==> src/swhd_pkg.sv <==
// Package for the sleep, wake and host detection block.
`default_nettype none
package swhd_pkg;
  localparam int CLK_HZ        = 100_000_000;
  localparam int SLOW_HZ       = 32_000;
  localparam int SLOW_DIV      = CLK_HZ / SLOW_HZ;
  localparam int TMO_W         = 32;
  localparam int NUM_SRC       = 7;
  localparam int SRC_TIMEOUT   = 0;
  localparam int SRC_PIN       = 1;
  localparam int SRC_CMP       = 2;
  localparam int SRC_CAL       = 3;
  localparam int SRC_WDOG      = 4;
  localparam int SRC_HOST      = 5;
  localparam int SRC_GPIO      = 6;
  localparam logic [6:0] SRC_NONE   = 7'h00;
  localparam logic [6:0] DEEP_SRCS  = 7'h1f;
  localparam logic [6:0] LIGHT_SRCS = 7'h61;

  typedef enum logic [2:0] {
    SWHD_IF_NONE = 3'h0,
    SWHD_IF_SDIO = 3'h1,
    SWHD_IF_SPI  = 3'h2,
    SWHD_IF_USB  = 3'h3,
    SWHD_IF_CDC  = 3'h4
  } swhd_if_t;

  typedef enum logic [1:0] {
    SWHD_PWR_ACTIVE = 2'h0,
    SWHD_PWR_DEEP   = 2'h1,
    SWHD_PWR_LIGHT  = 2'h2
  } swhd_pwr_t;

  typedef struct packed {
    logic [6:0]       en;
    logic             pin_pol;
    logic [TMO_W-1:0] tmo;
  } swhd_cfg_t;

  typedef struct packed {
    logic cmp;
    logic cal;
    logic wdog;
    logic pin;
    logic gpio;
    logic host;
  } swhd_evt_t;
endpackage
`default_nettype wire

==> src/swhd_sync.sv <==
// Two-stage synchroniser bank for inputs from outside the clock domain.
`default_nettype none
module swhd_sync #(
  parameter int W = 1
) (
  // Clock and reset
  input  wire logic         mclk_in,
  input  wire logic         rstn_in,
  // Data
  input  wire logic [W-1:0] d_in,
  output logic      [W-1:0] q_out
);
  logic [W-1:0] meta_r;

  always_ff @(posedge mclk_in or negedge rstn_in) begin
    if (!rstn_in) begin
      meta_r <= '0;
      q_out  <= '0;
    end else begin
      meta_r <= d_in;
      q_out  <= meta_r;
    end
  end
endmodule
`default_nettype wire

==> src/swhd_slow_timer.sv <==
// Slow-tick timeout counter for the always-on domain.
`default_nettype none
module swhd_slow_timer
  import swhd_pkg::*;
#(
  parameter int DIV = SLOW_DIV
) (
  // Clock and reset
  input  wire logic             mclk_in,
  input  wire logic             rstn_in,
  // Control
  input  wire logic             run_in,
  input  wire logic [TMO_W-1:0] tmo_in,
  // Status
  output logic                  tick_out,
  output logic                  expire_out
);
  logic [31:0]      div_r;
  logic [TMO_W-1:0] cnt_r;

  // Slow clock is a one-cycle enable, so the always-on logic stays single-clocked.
  always_ff @(posedge mclk_in or negedge rstn_in) begin
    if (!rstn_in) begin
      div_r    <= '0;
      tick_out <= 1'b0;
    end else if (div_r == 32'(DIV - 1)) begin
      div_r    <= '0;
      tick_out <= 1'b1;
    end else begin
      div_r    <= div_r + 32'h1;
      tick_out <= 1'b0;
    end
  end

  always_ff @(posedge mclk_in or negedge rstn_in) begin
    if (!rstn_in) begin
      cnt_r      <= '0;
      expire_out <= 1'b0;
    end else if (!run_in) begin
      cnt_r      <= '0;
      expire_out <= 1'b0;
    end else if (tick_out && !expire_out) begin
      cnt_r      <= cnt_r + 1'b1;
      expire_out <= (cnt_r + 1'b1) >= tmo_in;
    end
  end
endmodule
`default_nettype wire

==> src/swhd_top.sv <==
// Sleep, wake and host interface detection controller.
`default_nettype none
module swhd_top
  import swhd_pkg::*;
#(
  parameter int DIV = SLOW_DIV
) (
  // Clock and reset
  input  wire logic       mclk_in,
  input  wire logic       rstn_in,
  // Firmware control
  input  wire swhd_cfg_t  cfg_in,
  input  wire logic       deep_req_in,
  input  wire logic       light_req_in,
  input  wire logic       pend_clr_in,
  // Wake sources and host activity from pins
  input  wire swhd_evt_t  evt_in,
  input  wire logic       host_done_in,
  // Host detection pins
  input  wire logic       vbus_in,
  input  wire logic       sdio_pkt_ok_in,
  input  wire logic       spi_pkt_ok_in,
  input  wire logic       usb_class_select_pin_in,
  // Status
  output swhd_pwr_t       mode_out,
  output logic            deep_sleep_mode_out,
  output logic            light_sleep_mode_out,
  output logic            deep_refused_out,
  output logic            fast_clk_en_out,
  output logic            subsys_pwr_out,
  output logic            host_busy_out,
  output logic            wake_out,
  output logic [6:0]      wake_pend_out,
  output swhd_if_t        host_if_out,
  output logic            host_if_valid_out,
  output logic            usb_class_select_out
);
  import swhd_pkg::*;

  swhd_evt_t        evt_s;
  logic [2:0]       det_s;
  logic             tick;
  logic             tmo_hit;
  logic             timer_run;
  logic             pin_hit;
  logic [6:0]       hits;
  logic [6:0]       allowed;
  logic [6:0]       fired;
  logic             is_usb;
  swhd_pwr_t        mode_r;
  swhd_pwr_t        mode_nxt;
  swhd_if_t         if_r;
  logic             if_valid_r;
  logic             serving_r;

  swhd_sync #(
    .W ($bits(swhd_evt_t))
  ) u_sync_evt (
    .mclk_in (mclk_in),
    .rstn_in (rstn_in),
    .d_in    (evt_in),
    .q_out   (evt_s)
  );

  swhd_sync #(
    .W (3)
  ) u_sync_det (
    .mclk_in (mclk_in),
    .rstn_in (rstn_in),
    .d_in    ({vbus_in, sdio_pkt_ok_in, spi_pkt_ok_in}),
    .q_out   (det_s)
  );

  swhd_slow_timer #(
    .DIV (DIV)
  ) u_timer (
    .mclk_in    (mclk_in),
    .rstn_in    (rstn_in),
    .run_in     (timer_run),
    .tmo_in     (cfg_in.tmo),
    .tick_out   (tick),
    .expire_out (tmo_hit)
  );

  assign timer_run = (mode_r != SWHD_PWR_ACTIVE);
  assign pin_hit   = (evt_s.pin == cfg_in.pin_pol);
  assign is_usb    = if_valid_r && ((if_r == SWHD_IF_USB) || (if_r == SWHD_IF_CDC));

  always_comb begin
    hits                = SRC_NONE;
    hits[SRC_TIMEOUT]   = tmo_hit;
    hits[SRC_PIN]       = pin_hit;
    hits[SRC_CMP]       = evt_s.cmp;
    hits[SRC_CAL]       = evt_s.cal;
    hits[SRC_WDOG]      = evt_s.wdog;
    hits[SRC_HOST]      = evt_s.host;
    hits[SRC_GPIO]      = evt_s.gpio;
  end

  // Deep-sleep sources are only sampled on the slow tick, as the always-on domain would.
  always_comb begin
    unique case (mode_r)
      SWHD_PWR_DEEP:  allowed = tick ? DEEP_SRCS : SRC_NONE;
      SWHD_PWR_LIGHT: allowed = LIGHT_SRCS;
      default:        allowed = SRC_NONE;
    endcase
  end

  assign fired = hits & allowed & cfg_in.en;

  always_comb begin
    mode_nxt = mode_r;
    unique case (mode_r)
      SWHD_PWR_ACTIVE: begin
        if (deep_req_in && !is_usb) begin
          mode_nxt = SWHD_PWR_DEEP;
        end else if (light_req_in) begin
          mode_nxt = SWHD_PWR_LIGHT;
        end
      end
      SWHD_PWR_DEEP: begin
        if (|fired) begin
          mode_nxt = SWHD_PWR_ACTIVE;
        end
      end
      SWHD_PWR_LIGHT: begin
        if (|(fired & ~(7'h1 << SRC_HOST))) begin
          mode_nxt = SWHD_PWR_ACTIVE;
        end
      end
    endcase
  end

  always_ff @(posedge mclk_in or negedge rstn_in) begin
    if (!rstn_in) begin
      mode_r <= SWHD_PWR_ACTIVE;
    end else begin
      mode_r <= mode_nxt;
    end
  end

  // A host command in light sleep is served without leaving the mode.
  always_ff @(posedge mclk_in or negedge rstn_in) begin
    if (!rstn_in) begin
      serving_r <= 1'b0;
    end else if (mode_r == SWHD_PWR_LIGHT && fired[SRC_HOST]) begin
      serving_r <= 1'b1;
    end else if (host_done_in || mode_r != SWHD_PWR_LIGHT) begin
      serving_r <= 1'b0;
    end
  end

  // Pending flags: a new wake event wins over a clear in the same cycle.
  always_ff @(posedge mclk_in or negedge rstn_in) begin
    if (!rstn_in) begin
      wake_pend_out <= SRC_NONE;
    end else begin
      wake_pend_out <= (pend_clr_in ? SRC_NONE : wake_pend_out) | fired;
    end
  end

  // Detection happens once after power-up; later wakes keep the stored choice, except that USB moves to CDC on class select.
  always_ff @(posedge mclk_in or negedge rstn_in) begin
    if (!rstn_in) begin
      if_r       <= SWHD_IF_NONE;
      if_valid_r <= 1'b0;
    end else if (!if_valid_r) begin
      if (det_s[2]) begin
        if_r       <= SWHD_IF_USB;
        if_valid_r <= 1'b1;
      end else if (det_s[1]) begin
        if_r       <= SWHD_IF_SDIO;
        if_valid_r <= 1'b1;
      end else if (det_s[0]) begin
        if_r       <= SWHD_IF_SPI;
        if_valid_r <= 1'b1;
      end
    end else if (if_r == SWHD_IF_USB && usb_class_select_out) begin
      if_r <= SWHD_IF_CDC;
    end
  end

  always_ff @(posedge mclk_in or negedge rstn_in) begin
    if (!rstn_in) begin
      mode_out             <= SWHD_PWR_ACTIVE;
      deep_sleep_mode_out  <= 1'b0;
      light_sleep_mode_out <= 1'b0;
      fast_clk_en_out      <= 1'b1;
      subsys_pwr_out       <= 1'b1;
      host_busy_out        <= 1'b0;
      wake_out             <= 1'b0;
      deep_refused_out     <= 1'b0;
    end else begin
      mode_out             <= mode_nxt;
      deep_sleep_mode_out  <= (mode_nxt == SWHD_PWR_DEEP);
      light_sleep_mode_out <= (mode_nxt == SWHD_PWR_LIGHT);
      fast_clk_en_out      <= (mode_nxt == SWHD_PWR_ACTIVE) || serving_r;
      subsys_pwr_out       <= (mode_nxt != SWHD_PWR_DEEP);
      host_busy_out        <= serving_r;
      wake_out             <= (mode_r != SWHD_PWR_ACTIVE) && (mode_nxt == SWHD_PWR_ACTIVE);
      deep_refused_out     <= (mode_r == SWHD_PWR_ACTIVE) && deep_req_in && is_usb;
    end
  end

  // Class select sampled through the same two-stage path as the other pins.
  logic cls_meta_r;
  always_ff @(posedge mclk_in or negedge rstn_in) begin
    if (!rstn_in) begin
      cls_meta_r           <= 1'b0;
      usb_class_select_out <= 1'b0;
    end else begin
      cls_meta_r           <= usb_class_select_pin_in;
      usb_class_select_out <= cls_meta_r;
    end
  end

  always_ff @(posedge mclk_in or negedge rstn_in) begin
    if (!rstn_in) begin
      host_if_out       <= SWHD_IF_NONE;
      host_if_valid_out <= 1'b0;
    end else begin
      host_if_out       <= if_r;
      host_if_valid_out <= if_valid_r;
    end
  end
endmodule
`default_nettype wire

==> config.mk <==
export PLATFORM = sky130hd
export DESIGN_NAME = swhd_top
export DESIGN_NICKNAME = d
export VERILOG_FILES = /design/src/swhd_pkg.sv /design/src/swhd_sync.sv /design/src/swhd_slow_timer.sv /design/src/swhd_top.sv
export SDC_FILE = /design/constraint.sdc
export NUM_CORES = 1
export LEC_CHECK = 0
export ABC_CLOCK_PERIOD_IN_PS = 2990
export BUFFER_PORTS_ARGS = -buffer_cell sky130_fd_sc_hd__buf_2
export CAP_MARGIN = 20
export CORE_UTILIZATION = 30
export DETAILED_ROUTE_END_ITERATION = 16
export HOLD_SLACK_MARGIN = 0.1
export SYNTH_ARGS = -nofsm -noshare
export SYNTH_HDL_FRONTEND = slang
export SYNTH_SLANG_ARGS = --single-unit
==> constraint.sdc <==
create_clock -name mclk_in -period 2.99 [get_ports mclk_in]
set_input_delay 0.1495 -clock mclk_in [delete_from_list [all_inputs] [get_ports mclk_in]]
set_output_delay 0.1495 -clock mclk_in [all_outputs]
set_load 0.03 [all_outputs]
==> results of run 1 <==
==> final cells by class <==
type                       instances  area, µm²
tap                              265      331.6
fill                            1948      12110
inverter                          52      195.2
multi-input combinational        437       2965
clock inverter                     6      60.06
timing repair buffer             118      770.7
sequential                       111       2784
antenna                            1      2.502
clock buffer                      10      239.0
==> power by group through the flow <==
| stage | Sequential, mW | Clock [mW] | Combinational (mW) |
|---|---|---|---|
| 2_1_floorplan | 1.78 | 0 | 0.303 |
| 3_3_place_gp | 1.69 | 0 | 0.640 |
| 3_5_place_dp | 1.69 | 0 | 0.648 |
| 4_1_cts | 1.66 | 1.26 | 0.674 |
| 5_1_grt | 1.67 | 1.31 | 0.738 |
| 6_report | 1.66 | 1.19 | 0.659 |
==> metrics by stage <==
| step | setup TNS (ns) | hold slack (ns) | cell area, µm² | util [%] | worst slack, ns |
|---|---|---|---|---|---|
| 2_1_floorplan | 0 | -0.1461 | 5976 | - | 0.1927 |
| 6_report | 0 | 0.1852 | 7348 | 37.76 | 0.1859 |
| 4_1_cts | 0 | 0.1786 | 7277 | 37.39 | 0.02214 |
| 3_3_place_gp | 0 | 0.1832 | 6738 | 34.62 | 0.03406 |
| 5_1_grt | -0.001937 | 0.2137 | 7348 | 37.76 | -0.001937 |
| 3_5_place_dp | 0 | 0.1838 | 6738 | 34.62 | 0.01586 |
==> layer usage <==
| metal | track usage [%] | share of wire [%] | vias to the layer above |
|---|---|---|---|
| li1 | - | - | 2360 |
| met1 | 17.81 | 48 | 2212 |
| met2 | 22.49 | 48 | 63 |
| met3 | 3.588 | 3.6 | 11 |
| met4 | 2.716 | 0.69 | 0 |
| met5 | 0 | 0 | - |
==> layout by cell type (no fill, tap or decap), drive strengths merged, types with 8 or more instances in the layout <==
| cell type | n |
|---|---|
| dfrtp | 109 |
| buf | 94 |
| nor2 | 58 |
| inv | 55 |
| xnor2 | 46 |
| nand3 | 44 |
| nand2 | 40 |
| ha | 38 |
| xor2 | 36 |
| dlygate4sd3 | 24 |
| nand4 | 24 |
| a21oi | 23 |
| o21ai | 22 |
| nor3 | 17 |
| nor4 | 16 |
| and3 | 11 |
| clkbuf | 10 |
| or3 | 8 |
==> worst max-delay path, cell delays in order (launching register included) <==
cell      delay [ns]
dfrtp_1         0.40
ha_1            0.23
nand3_1         0.19
or2_2           0.44
nor2_1          0.15
xor2_1          0.09
ha_1            0.29
nand4_1         0.12
nor4b_1         0.44
buf_4           0.19
o211ai_1        0.09
nand3_1         0.10
==> cell usage after synthesis, drive strengths merged, types with 11 or more instances <==
cell type,instances,share of area (%)
a21oi,23,1.9
and3,11,1.2
dfrtp,109,46
ha,38,8.0
inv,52,3.3
nand2,40,2.5
nand3,44,3.8
nand4,24,2.8
nor2,58,3.6
nor3,17,1.4
nor4,16,1.9
o21ai,22,1.8
xnor2,46,6.7
xor2,36,5.3
==> worst max path at each step <==
stage | endpoint | slack, ns | depth (start not counted)
after CTS | u_timer.expire_out | 0.02 | 11
after global routing | u_timer.expire_out | -0.002 | 12
after detailed placement | u_timer.expire_out | 0.02 | 11
after floorplan | u_timer.expire_out | 0.19 | 12
final | u_timer.expire_out | 0.19 | 11
after global placement | u_timer.expire_out | 0.03 | 10
==> registers in the layout (all words and copies together), names as in the netlist, 2 cells and up <==
name,count
host_if_out,3
if_r,3
mode_out,2
u_sync_det.meta_r,3
u_sync_det.q_out,3
u_sync_evt.meta_r,6
u_sync_evt.q_out,6
u_timer.cnt_r,32
u_timer.div_r,32
wake_pend_out,7
==> cell families after synthesis <==
logic type                 after synthesis  synth area share (%)
xor gates and xnor gates                82                 12.02
AOI/OAI and AO/OA                       73                 7.475
and+or+nand+nor                        243                 21.27
muxes                                    1                0.1884
DFF                                    111                 46.52
buffers and inverters                   64                 4.564
adders and majority gates               38                 7.957
==> timing repair <==
action / 4_1_cts / 5_1_grt
hold endpoints to repair: 61 / 0
hold buffers: 24 / 0
endpoints found under the setup margin: 0 / 1
setup buffers: 0 / 3
resized for setup: 0 / 10
==> results.md, run 1 <==
- Status: complete, no violations
- Largest net degree at the start of global routing: 71
- Vias per cell: 4.646
- Worst clock skew: 0.01100 ns
- Min cycle time layout: 2.804 ns
- Crit path arrival time: 3.10 ns
- Flops & latches, synth: 111
- Switch share: 31.49%
- GR Overflow Total: 0
- Leak pwr: 3.474 nW
- Clk sink count: 111
- Logic pwr share: 18.8%
- Post-Syn Area: 5976 µm²
- Initial antenna violation count: 1
- CTS tree: built
- Core Area: 19,460 µm²
- Worst vdd ir: 0.2798 mV
- Hold Crit Endpoint: wake_pend_out[1]
- # setup viols final: 0
- PwrDens: 478.1 nW/µm²
- Post-synthesis cell type count: 57
- Placed Cells: 956
- Layout area overhead: 22.97%
- Crit end category: flop
- Final Power: 3.513 mW
- Drt first-iter violations: 218
- Fin. max-slew vios: 0
- Hold Crit Class: in -> reg
- Max_cap viols: 0
- # nets final: 823
- Worst setup SP type: flop
- Share of layout cells above drive strength 1: 18.12%
- Non-Filler Instances: 1,000
- Number of synthesized flops with an enable pin: 0
- Post-Syn Instances: 612
- Worst-margin pin slew: 0.5606 ns
- Area of the die: 20,490 µm²
- Clock-pin slew on the worst setup and hold paths: 0.08 ns
- Reg2reg end: u_timer.expire_out
- Die extent in y: 143.1 µm
- Cts bufs inserted: 9
- Final ANT Viol Nets: 0
- H-tree depth: 3
- Synth warn: 0
- Max-Slew Margin vs Limit: 62.23%
- Later-pin clock latency in the skew report: 0.35 ns
- Net Sw Power: 1.106 mW
- Worst Setup SP: u_timer.cnt_r[1]
- Post-Route WL: 13,190 µm
- Most used DFF post-synth: dfrtp_1
- IO Port Bufs: 76
- Hold wc startpoint: cfg_in[32]
- Maximum clock rate: 0.3566 GHz
- Worst Path Required: 3.29 ns
- RR Startpoint: u_timer.cnt_r[1]
- Deepest clock path buffer count: 2
- Clk network pwr share: 34.0%
- Total iterations of the first detailed-routing run: 4
- Post-DP HPWL: 9686 µm
- Initial Utilization: 30.70%
- IO Pins: 77
- FF-to-FF setup slack: 0.19 ns
- Net Count, Synth: 706
- GPL Wtd Cong: 0.8339
- Vias in the first global route: 4,344
- Sequential share of the synthesized area: 46.52%
- Cell count of the worst hold path: 3
- Cell internal pwr: 2.407 mW
- FF-to-FF path depth: 11
- Width of the chip: 143.1 µm
- Post-DR wirelength/cell: 13.19 µm
- Post-route DRC: 0
- Sequential Power Share: 47.2%
- Root Buffer: clkbuf_16
- Kind of critical path: reg -> reg
- Vias: 4,646
- Row cnt: 51
- Async SR Flop Fraction: 100.0%
- GRT Util Overall: 13.60%
- Tcrit/Tclk final: 93.78%
- First-pass GRT wire length: 21,600 µm
- Final Hold Vio Count: 0
- Mean Syn Cell Area: 9.764 µm²
- CP max FO: 8
Note: power is estimated with default switching activity, not from simulation.
==> run 2, diff against run 1 <==
--- a/config.mk
+++ b/config.mk
@@ -8,9 +8,12 @@
 export ABC_CLOCK_PERIOD_IN_PS = 2990
 export BUFFER_PORTS_ARGS = -buffer_cell sky130_fd_sc_hd__buf_2
 export CAP_MARGIN = 20
-export CORE_UTILIZATION = 30
+export CELL_PAD_IN_SITES_DETAIL_PLACEMENT = 1
+export CELL_PAD_IN_SITES_GLOBAL_PLACEMENT = 2
+export CORE_UTILIZATION = 33
 export DETAILED_ROUTE_END_ITERATION = 16
 export HOLD_SLACK_MARGIN = 0.1
+export PLACE_DENSITY_LB_ADDON = 0.1
 export SYNTH_ARGS = -nofsm -noshare
 export SYNTH_HDL_FRONTEND = slang
 export SYNTH_SLANG_ARGS = --single-unit
==> run 2 against run 1 <==
Effect of this change: design area shrank 0.14%; global-route usage up 4.2 points; maximum frequency is 0.17% lower; total power decreased by 0.44%; hold slack better by 0.016 ns; via count rose by 4.7%; non-clock buffer count is 7 higher; critical path type unchanged; critical endpoint unchanged.
==> results.md, run 2 (synthesized netlist as in run 1, its figures left out) <==
- CP top delay family: simple AND/OR/NAND/NOR gates
- Net Sw Power: 1.101 mW (-0.46%)
- # setup viols final: 0 (unchanged)
- Share of layout cells above drive strength 1: 18.89% (+0.77 points)
- Final Hold Vio Count: 0 (unchanged)
- Drt first-iter violations: 193 (-11%)
- CTS tree: built
- Biggest regs: u_timer.cnt_r: 32 flops, u_timer.div_r: 32 flops, wake_pend_out: 7 flops
- Total iterations of the first detailed-routing run: 4 (unchanged)
- Hold Crit Class: in -> reg
- H-tree depth: 3 (unchanged)
- Most frequent cells in the layout: dfrtp_1, buf_2, nor2_1
- CP max stage delay: 0.44 ns (about the same)
- Switch share: 31.48% (about the same)
- Min cycle time layout: 2.809 ns (+0.004833 ns)
- Worst Path Required: 3.21 ns (-0.08 ns)
- Kind of critical path: reg -> reg
- Deepest clock path buffer count: 2 (unchanged)
- Vias: 4,864 (+4.7%)
- Core Area: 17,480 µm² (-10%)
- Largest net degree at the start of global routing: 64 (-9.9%)
- First-pass GRT wire length: 25,630 µm (+19%)
- Fin. max-slew vios: 0 (unchanged)
- CP max stage cell: dfrtp_1
- Layout area overhead: 22.80%
- Multi-input logic area: 2970 µm² (+0.17%)
- Initial antenna violation count: 0 (-1)
- Leak pwr: 3.507 nW (+0.94%)
- Post-route DRC: 0 (unchanged)
- IO Port Bufs: 76 (unchanged)
- Worst setup SP type: flop
- Die extent in y: 136.6 µm (-4.6%)
- Most common cell after layout, fill and taps aside: dfrtp_1
- Cts bufs inserted: 9 (unchanged)
- Vias in the first global route: 5,259 (+21%)
- Clock-pin slew on the worst setup and hold paths: 0.08 ns (about the same)
- Max_cap viols: 0 (unchanged)
- RSZ-0062 raised after global routing: false
- Maximum clock rate: 0.3560 GHz (-0.17%)
- Area of the die: 18,650 µm² (-9.0%)
- PwrDens: 476.7 nW/µm² (-0.30%)
- Later-pin clock latency in the skew report: 0.35 ns (about the same)
- Filler Cell Count: 2,028 (+4.1%)
- Buf/Inv on CP: 1 (unchanged)
- GR Overflow Total: 0 (unchanged)
- Register area: 2784 µm² (unchanged)
- Worst-path cell chain: nand4_4, nor4_4, nand4_1, buf_4, nor2_1, xor2_1, ha_1, a21o_1, nand3_1, a21oi_1, o41ai_1, nand3_1
- Crit path arrival time: 3.03 ns (-0.07 ns)
- Crit end category: flop
- Worst vdd ir: 0.2505 mV (-10%)
- Initial Utilization: 34.19% (+3.5 points)
- GPL Wtd Cong: 0.8188 (-1.8%)
- Clk sink count: 111 (unchanged)
- Worst clock skew: 0.008096 ns (-0.002901 ns)
- Antenna Cells: 0 (-1)
- Clk network pwr share: 33.6% (-0.4 points)
- Vias per cell: 5.035 (+8.4%)
- Max-Slew Margin vs Limit: 53.98% (-8.3 points)
- Final Power: 3.498 mW (-0.44%)
- CP max FO: 5 (-3)
- Post-DP HPWL: 11,620 µm (+20%)
- Root Buffer: clkbuf_16
- Post-DR wirelength/cell: 16.01 µm (+21%)
- Logic pwr share: 19.4% (+0.6 points)
- GRT Util Overall: 17.76% (+4.2 points)
- Row cnt: 48 (-5.9%)
- Worst-margin pin slew: 0.6903 ns (+0.1297 ns)
- Final ANT Viol Nets: 0 (unchanged)
- Setup TNS: 0 ns (unchanged)
- Most used cell, CP: nand3_1
- IO Pins: 77 (unchanged)
- Sequential Power Share: 47.1% (about the same)
- Tcrit/Tclk final: 93.94% (+0.16 points)
- # nets final: 830 (+0.85%)
- Status: complete, no violations
- Post-Route WL: 15,460 µm (+17%)
- Cell internal pwr: 2.397 mW (-0.43%)
- Width of the chip: 136.6 µm (-4.6%)
==> run 2: final timing paths <==
check	slack, ns	start	depth (start not counted)	endpoint
max	0.18	u_timer.cnt_r[9]	12	u_timer.expire_out
min	0.20	cfg_in[32]	3	wake_pend_out[1]
max reg2reg	0.18	u_timer.cnt_r[9]	12	u_timer.expire_out
min reg2reg	0.35	u_sync_det.meta_r[0]	0	u_sync_det.q_out[0]
max in group asynchronous	1.79	rstn_in	3	subsys_pwr_out
min in group asynchronous	0.38	rstn_in	2	u_sync_det.q_out[1]
==> run 2: area by class of cell <==
cell class | count | share of cell area, %
tap | 225 | 3.836
timing repair buffer | 125 | 11.22
multi-input combinational | 437 | 40.48
clock inverter | 5 | 0.5627
clock buffer | 11 | 3.308
inverter | 52 | 2.660
sequential | 111 | 37.94
==> run 2: what timing repair did <==
| item | CTS | global route |
|---|---|---|
| setup endpoints to repair | 1 | 1 |
| hold endpoints to repair | 68 | 0 |
| resized for setup | 0 | 11 |
| buffers inserted | 2 | 1 |
| hold buffers | 24 | 0 |
| pin swaps | 1 | 1 |
==> run 2: routing by layer <==
metal,GRT usage (%),part of all wire [%],vias up
met5,0,0,-
li1,-,-,2365
met4,6.543,1.7,0
met3,2.259,2.4,19
met1,23.09,48,2419
met2,30.09,48,61
==> run 2: power by group through the flow <==
stage / Sequential, mW / Clock, mW / Combinational [mW]
2_1_floorplan: 1.78 / 0 / 0.303
3_3_place_gp: 1.67 / 0 / 0.648
3_5_place_dp: 1.68 / 0 / 0.662
4_1_cts: 1.65 / 1.22 / 0.688
5_1_grt: 1.66 / 1.26 / 0.742
6_report: 1.65 / 1.17 / 0.678
==> run 2: tightest hold or removal path, stage by stage <==
cell and delay, ns:
buf_2 0.08, xor2_1 0.18, o32ai_1 0.10
==> run 2: metrics by stage <==
step	instances	setup slack, ns	utilization (%)	cell area (µm²)	hold slack [ns]
CTS	965	0.005767	41.65	7279	0.1840
floorplan	612	0.1927	-	5976	-0.1461
global route	966	0.003578	41.99	7338	0.2014
global placement	923	0.07697	38.57	6740	0.2304
detailed placement	923	0.01475	38.57	6740	0.2404
finish	966	0.1810	41.99	7338	0.2013
==> run 3, diff against run 2 <==
--- a/config.mk
+++ b/config.mk
@@ -14,6 +14,7 @@
 export DETAILED_ROUTE_END_ITERATION = 16
 export HOLD_SLACK_MARGIN = 0.1
 export PLACE_DENSITY_LB_ADDON = 0.1
+export REMOVE_ABC_BUFFERS = 1
 export SYNTH_ARGS = -nofsm -noshare
 export SYNTH_HDL_FRONTEND = slang
 export SYNTH_SLANG_ARGS = --single-unit
==> run 3 against run 2 <==
Effect of this change: sequential share of layout area shrank 0.65 points; critical endpoint unchanged; wire length down 3.0%; critical path type unchanged; sequential power barely moved; worst setup slack worse by 0.0021 ns; largest power group unchanged; maximum frequency about the same.
==> results.md, run 3 (synthesized netlist as in run 1, its figures left out) <==
- Worst clock skew: 0.006687 ns (-0.001409 ns)
- CP max stage delay: 0.39 ns (-0.05 ns)
- Final Hold Vio Count: 0 (unchanged)
- Vias in the first global route: 5,183 (-1.4%)
- Drt first-iter violations: 170 (-12%)
- Levels on crit path: 11 (-1)
- Setup WS pre-CTS: -0.1071 ns (-0.1218 ns)
- CP max stage cell: nor4_4
- Share of layout cells above drive strength 1: 20.86% (+2.0 points)
- Worst setup margin: 0.1789 ns (-0.002103 ns)
- Top Layer Used: met4
- Most used cell, CP: nand4_1
- First-pass GRT wire length: 25,310 µm (-1.2%)
- Biggest regs: u_timer.cnt_r: 32 flops, u_timer.div_r: 32 flops, wake_pend_out: 7 flops
- Hold Crit Class: in -> reg
- Largest net degree at the start of global routing: 45 (-30%)
- M1 WL: 6618 µm (-10%)
- Multi-input logic area: 3035 µm² (+2.2%)
- Met3 Routed Length: 357 µm (-3.0%)
- Filler Cell Count: 2,049 (+1.0%)
- Crit path arrival time: 3.04 ns (about the same)
- Clock-pin slew on the worst setup and hold paths: 0.08 ns (about the same)
- Worst-margin pin slew: 0.5627 ns (-0.1276 ns)
- Worst setup SP type: flop
- Buf/Inv on CP: 1 (unchanged)
- IO Port Bufs: 76 (unchanged)
- Final ANT Viol Nets: 0 (unchanged)
- Post-Route WL: 15,000 µm (-3.0%)
- Crit end category: flop
- Vias per cell: 4.986 (-0.98%)
- Clk sink count: 111 (unchanged)
- Fin. max-slew vios: 0 (unchanged)
- CP max FO: 5 (unchanged)
- PwrDens: 474.2 nW/µm² (-0.52%)
- Register area: 2783 µm² (about the same)
- Most frequent cells in the layout: dfrtp_1, buf_2, nor2_1
- GPL Wtd Cong: 0.7745 (-5.4%)
- Initial Utilization: 34.19% (unchanged)
- Tcrit/Tclk final: 94.02% (about the same)
- Post-route DRC: 0 (unchanged)
- Root Buffer: clkbuf_16
- Status: complete, no violations
- Max-Slew Margin vs Limit: 62.49% (+8.5 points)
- # setup viols final: 0 (unchanged)
- Die extent in y: 136.6 µm (unchanged)
- Final Power: 3.539 mW (+1.2%)
- Cell count of the worst hold path: 3 (unchanged)
- Worst vdd ir: 0.3616 mV (+44%)
- IO Pins: 77 (unchanged)
- Placed Cells: 925 (+0.22%)
- CTS tree: built
- Min cycle time layout: 2.811 ns (+0.002103 ns)
- GRT Util Overall: 17.48% (-0.28 points)
- Layout area overhead: 24.87%
- Deepest clock path buffer count: 2 (unchanged)
- Row cnt: 48 (unchanged)
- Initial antenna violation count: 0 (unchanged)
- Worst Path Required: 3.22 ns (about the same)
- Most common cell after layout, fill and taps aside: dfrtp_1
- Leak pwr: 3.599 nW (+2.6%)
- Width of the chip: 136.6 µm (unchanged)
- Total iterations of the first detailed-routing run: 4 (unchanged)
- # nets final: 837 (+0.84%)
- Post-DP HPWL: 11,180 µm (-3.8%)
- Kind of critical path: reg -> reg
- Worst-path cell chain: nand4_1, nor4_4, buf_4, nand3_4, nor3_4, xnor2_1, ha_1, nand4_1, a21oi_2, o41ai_2, nand3_1
- Hold WS: 0.1748 ns (-0.02646 ns)
- Cts bufs inserted: 9 (unchanged)
- Later-pin clock latency in the skew report: 0.36 ns (about the same)
- Non-Filler Instances: 973 (+0.72%)
- Met2 WL post-DR: 7777 µm (+4.3%)
- Area of the die: 18,650 µm² (unchanged)
- Core Area: 17,480 µm² (unchanged)
- Maximum clock rate: 0.3557 GHz (about the same)
- Max_cap viols: 0 (unchanged)
- H-tree depth: 3 (unchanged)
- CP top delay family: simple AND/OR/NAND/NOR gates
- Post-DR wirelength/cell: 15.41 µm (-3.7%)
- GR Overflow Total: 0 (unchanged)
- Antenna Cells: 0 (unchanged)
- FF-to-FF path depth: 11 (-1)
- Vias: 4,851 (-0.27%)
run 3: layer usage:
layer | vias to the layer above | global-route usage [%]
li1 | 2377 | -
met1 | 2403 | 21.38
met2 | 54 | 30.60
met3 | 17 | 3.556
met4 | 0 | 5.617
met5 | - | 0
run 3: report_power, final:
group / internal [mW] / switching (mW) / total (mW)
logic: 0.210 / 0.466 / 0.676
registers: 1.59 / 0.0556 / 1.65
clock network: 0.596 / 0.620 / 1.22
total: 2.40 / 1.14 / 3.54
run 3: per-stage QoR:
step / cell area, µm² / TNS [ns] / utilization (%)
finish: 7462 / 0 / 42.70
global route: 7462 / -0.02976 / 42.70
CTS: 7313 / 0 / 41.85
detailed placement: 6743 / -0.1071 / 38.58
global placement: 6743 / -0.02836 / 38.58
floorplan: 5898 / 0 / -
run 3: what timing repair did:
action / in CTS / in global routing
gates cloned: 0 / 0
pin swaps: 1 / 10
buffers inserted: 2 / 5
endpoints found under the setup margin: 1 / 1
hold buffers: 25 / 0
endpoints found under the hold margin: 62 / 0
gates resized for setup: 1 / 25
run 3: area by class of cell:
cell class / count / area share, %
sequential: 111 / 37.29
multi-input combinational: 437 / 40.68
timing repair buffer: 132 / 11.65
tap: 225 / 3.773
clock inverter: 7 / 0.9725
clock buffer: 9 / 3.018
inverter: 52 / 2.616
run 3: tightest hold or removal path, cell delays in order:
cell,delay [ns]
buf_2,0.09
xor2_1,0.16
o32ai_1,0.09
run 3: path summary, 6_finish.rpt:
check | startpoint | to | slack, ns
worst max-delay path | u_timer.cnt_r[14] | u_timer.expire_out | 0.18
max in group asynchronous | rstn_in | fast_clk_en_out | 1.86
worst max register to register | u_timer.cnt_r[14] | u_timer.expire_out | 0.18
min in group asynchronous | rstn_in | u_timer.div_r[21] | 0.32
worst min-delay path | cfg_in[32] | wake_pend_out[1] | 0.17
worst min register to register | u_sync_evt.meta_r[3] | u_sync_evt.q_out[3] | 0.35
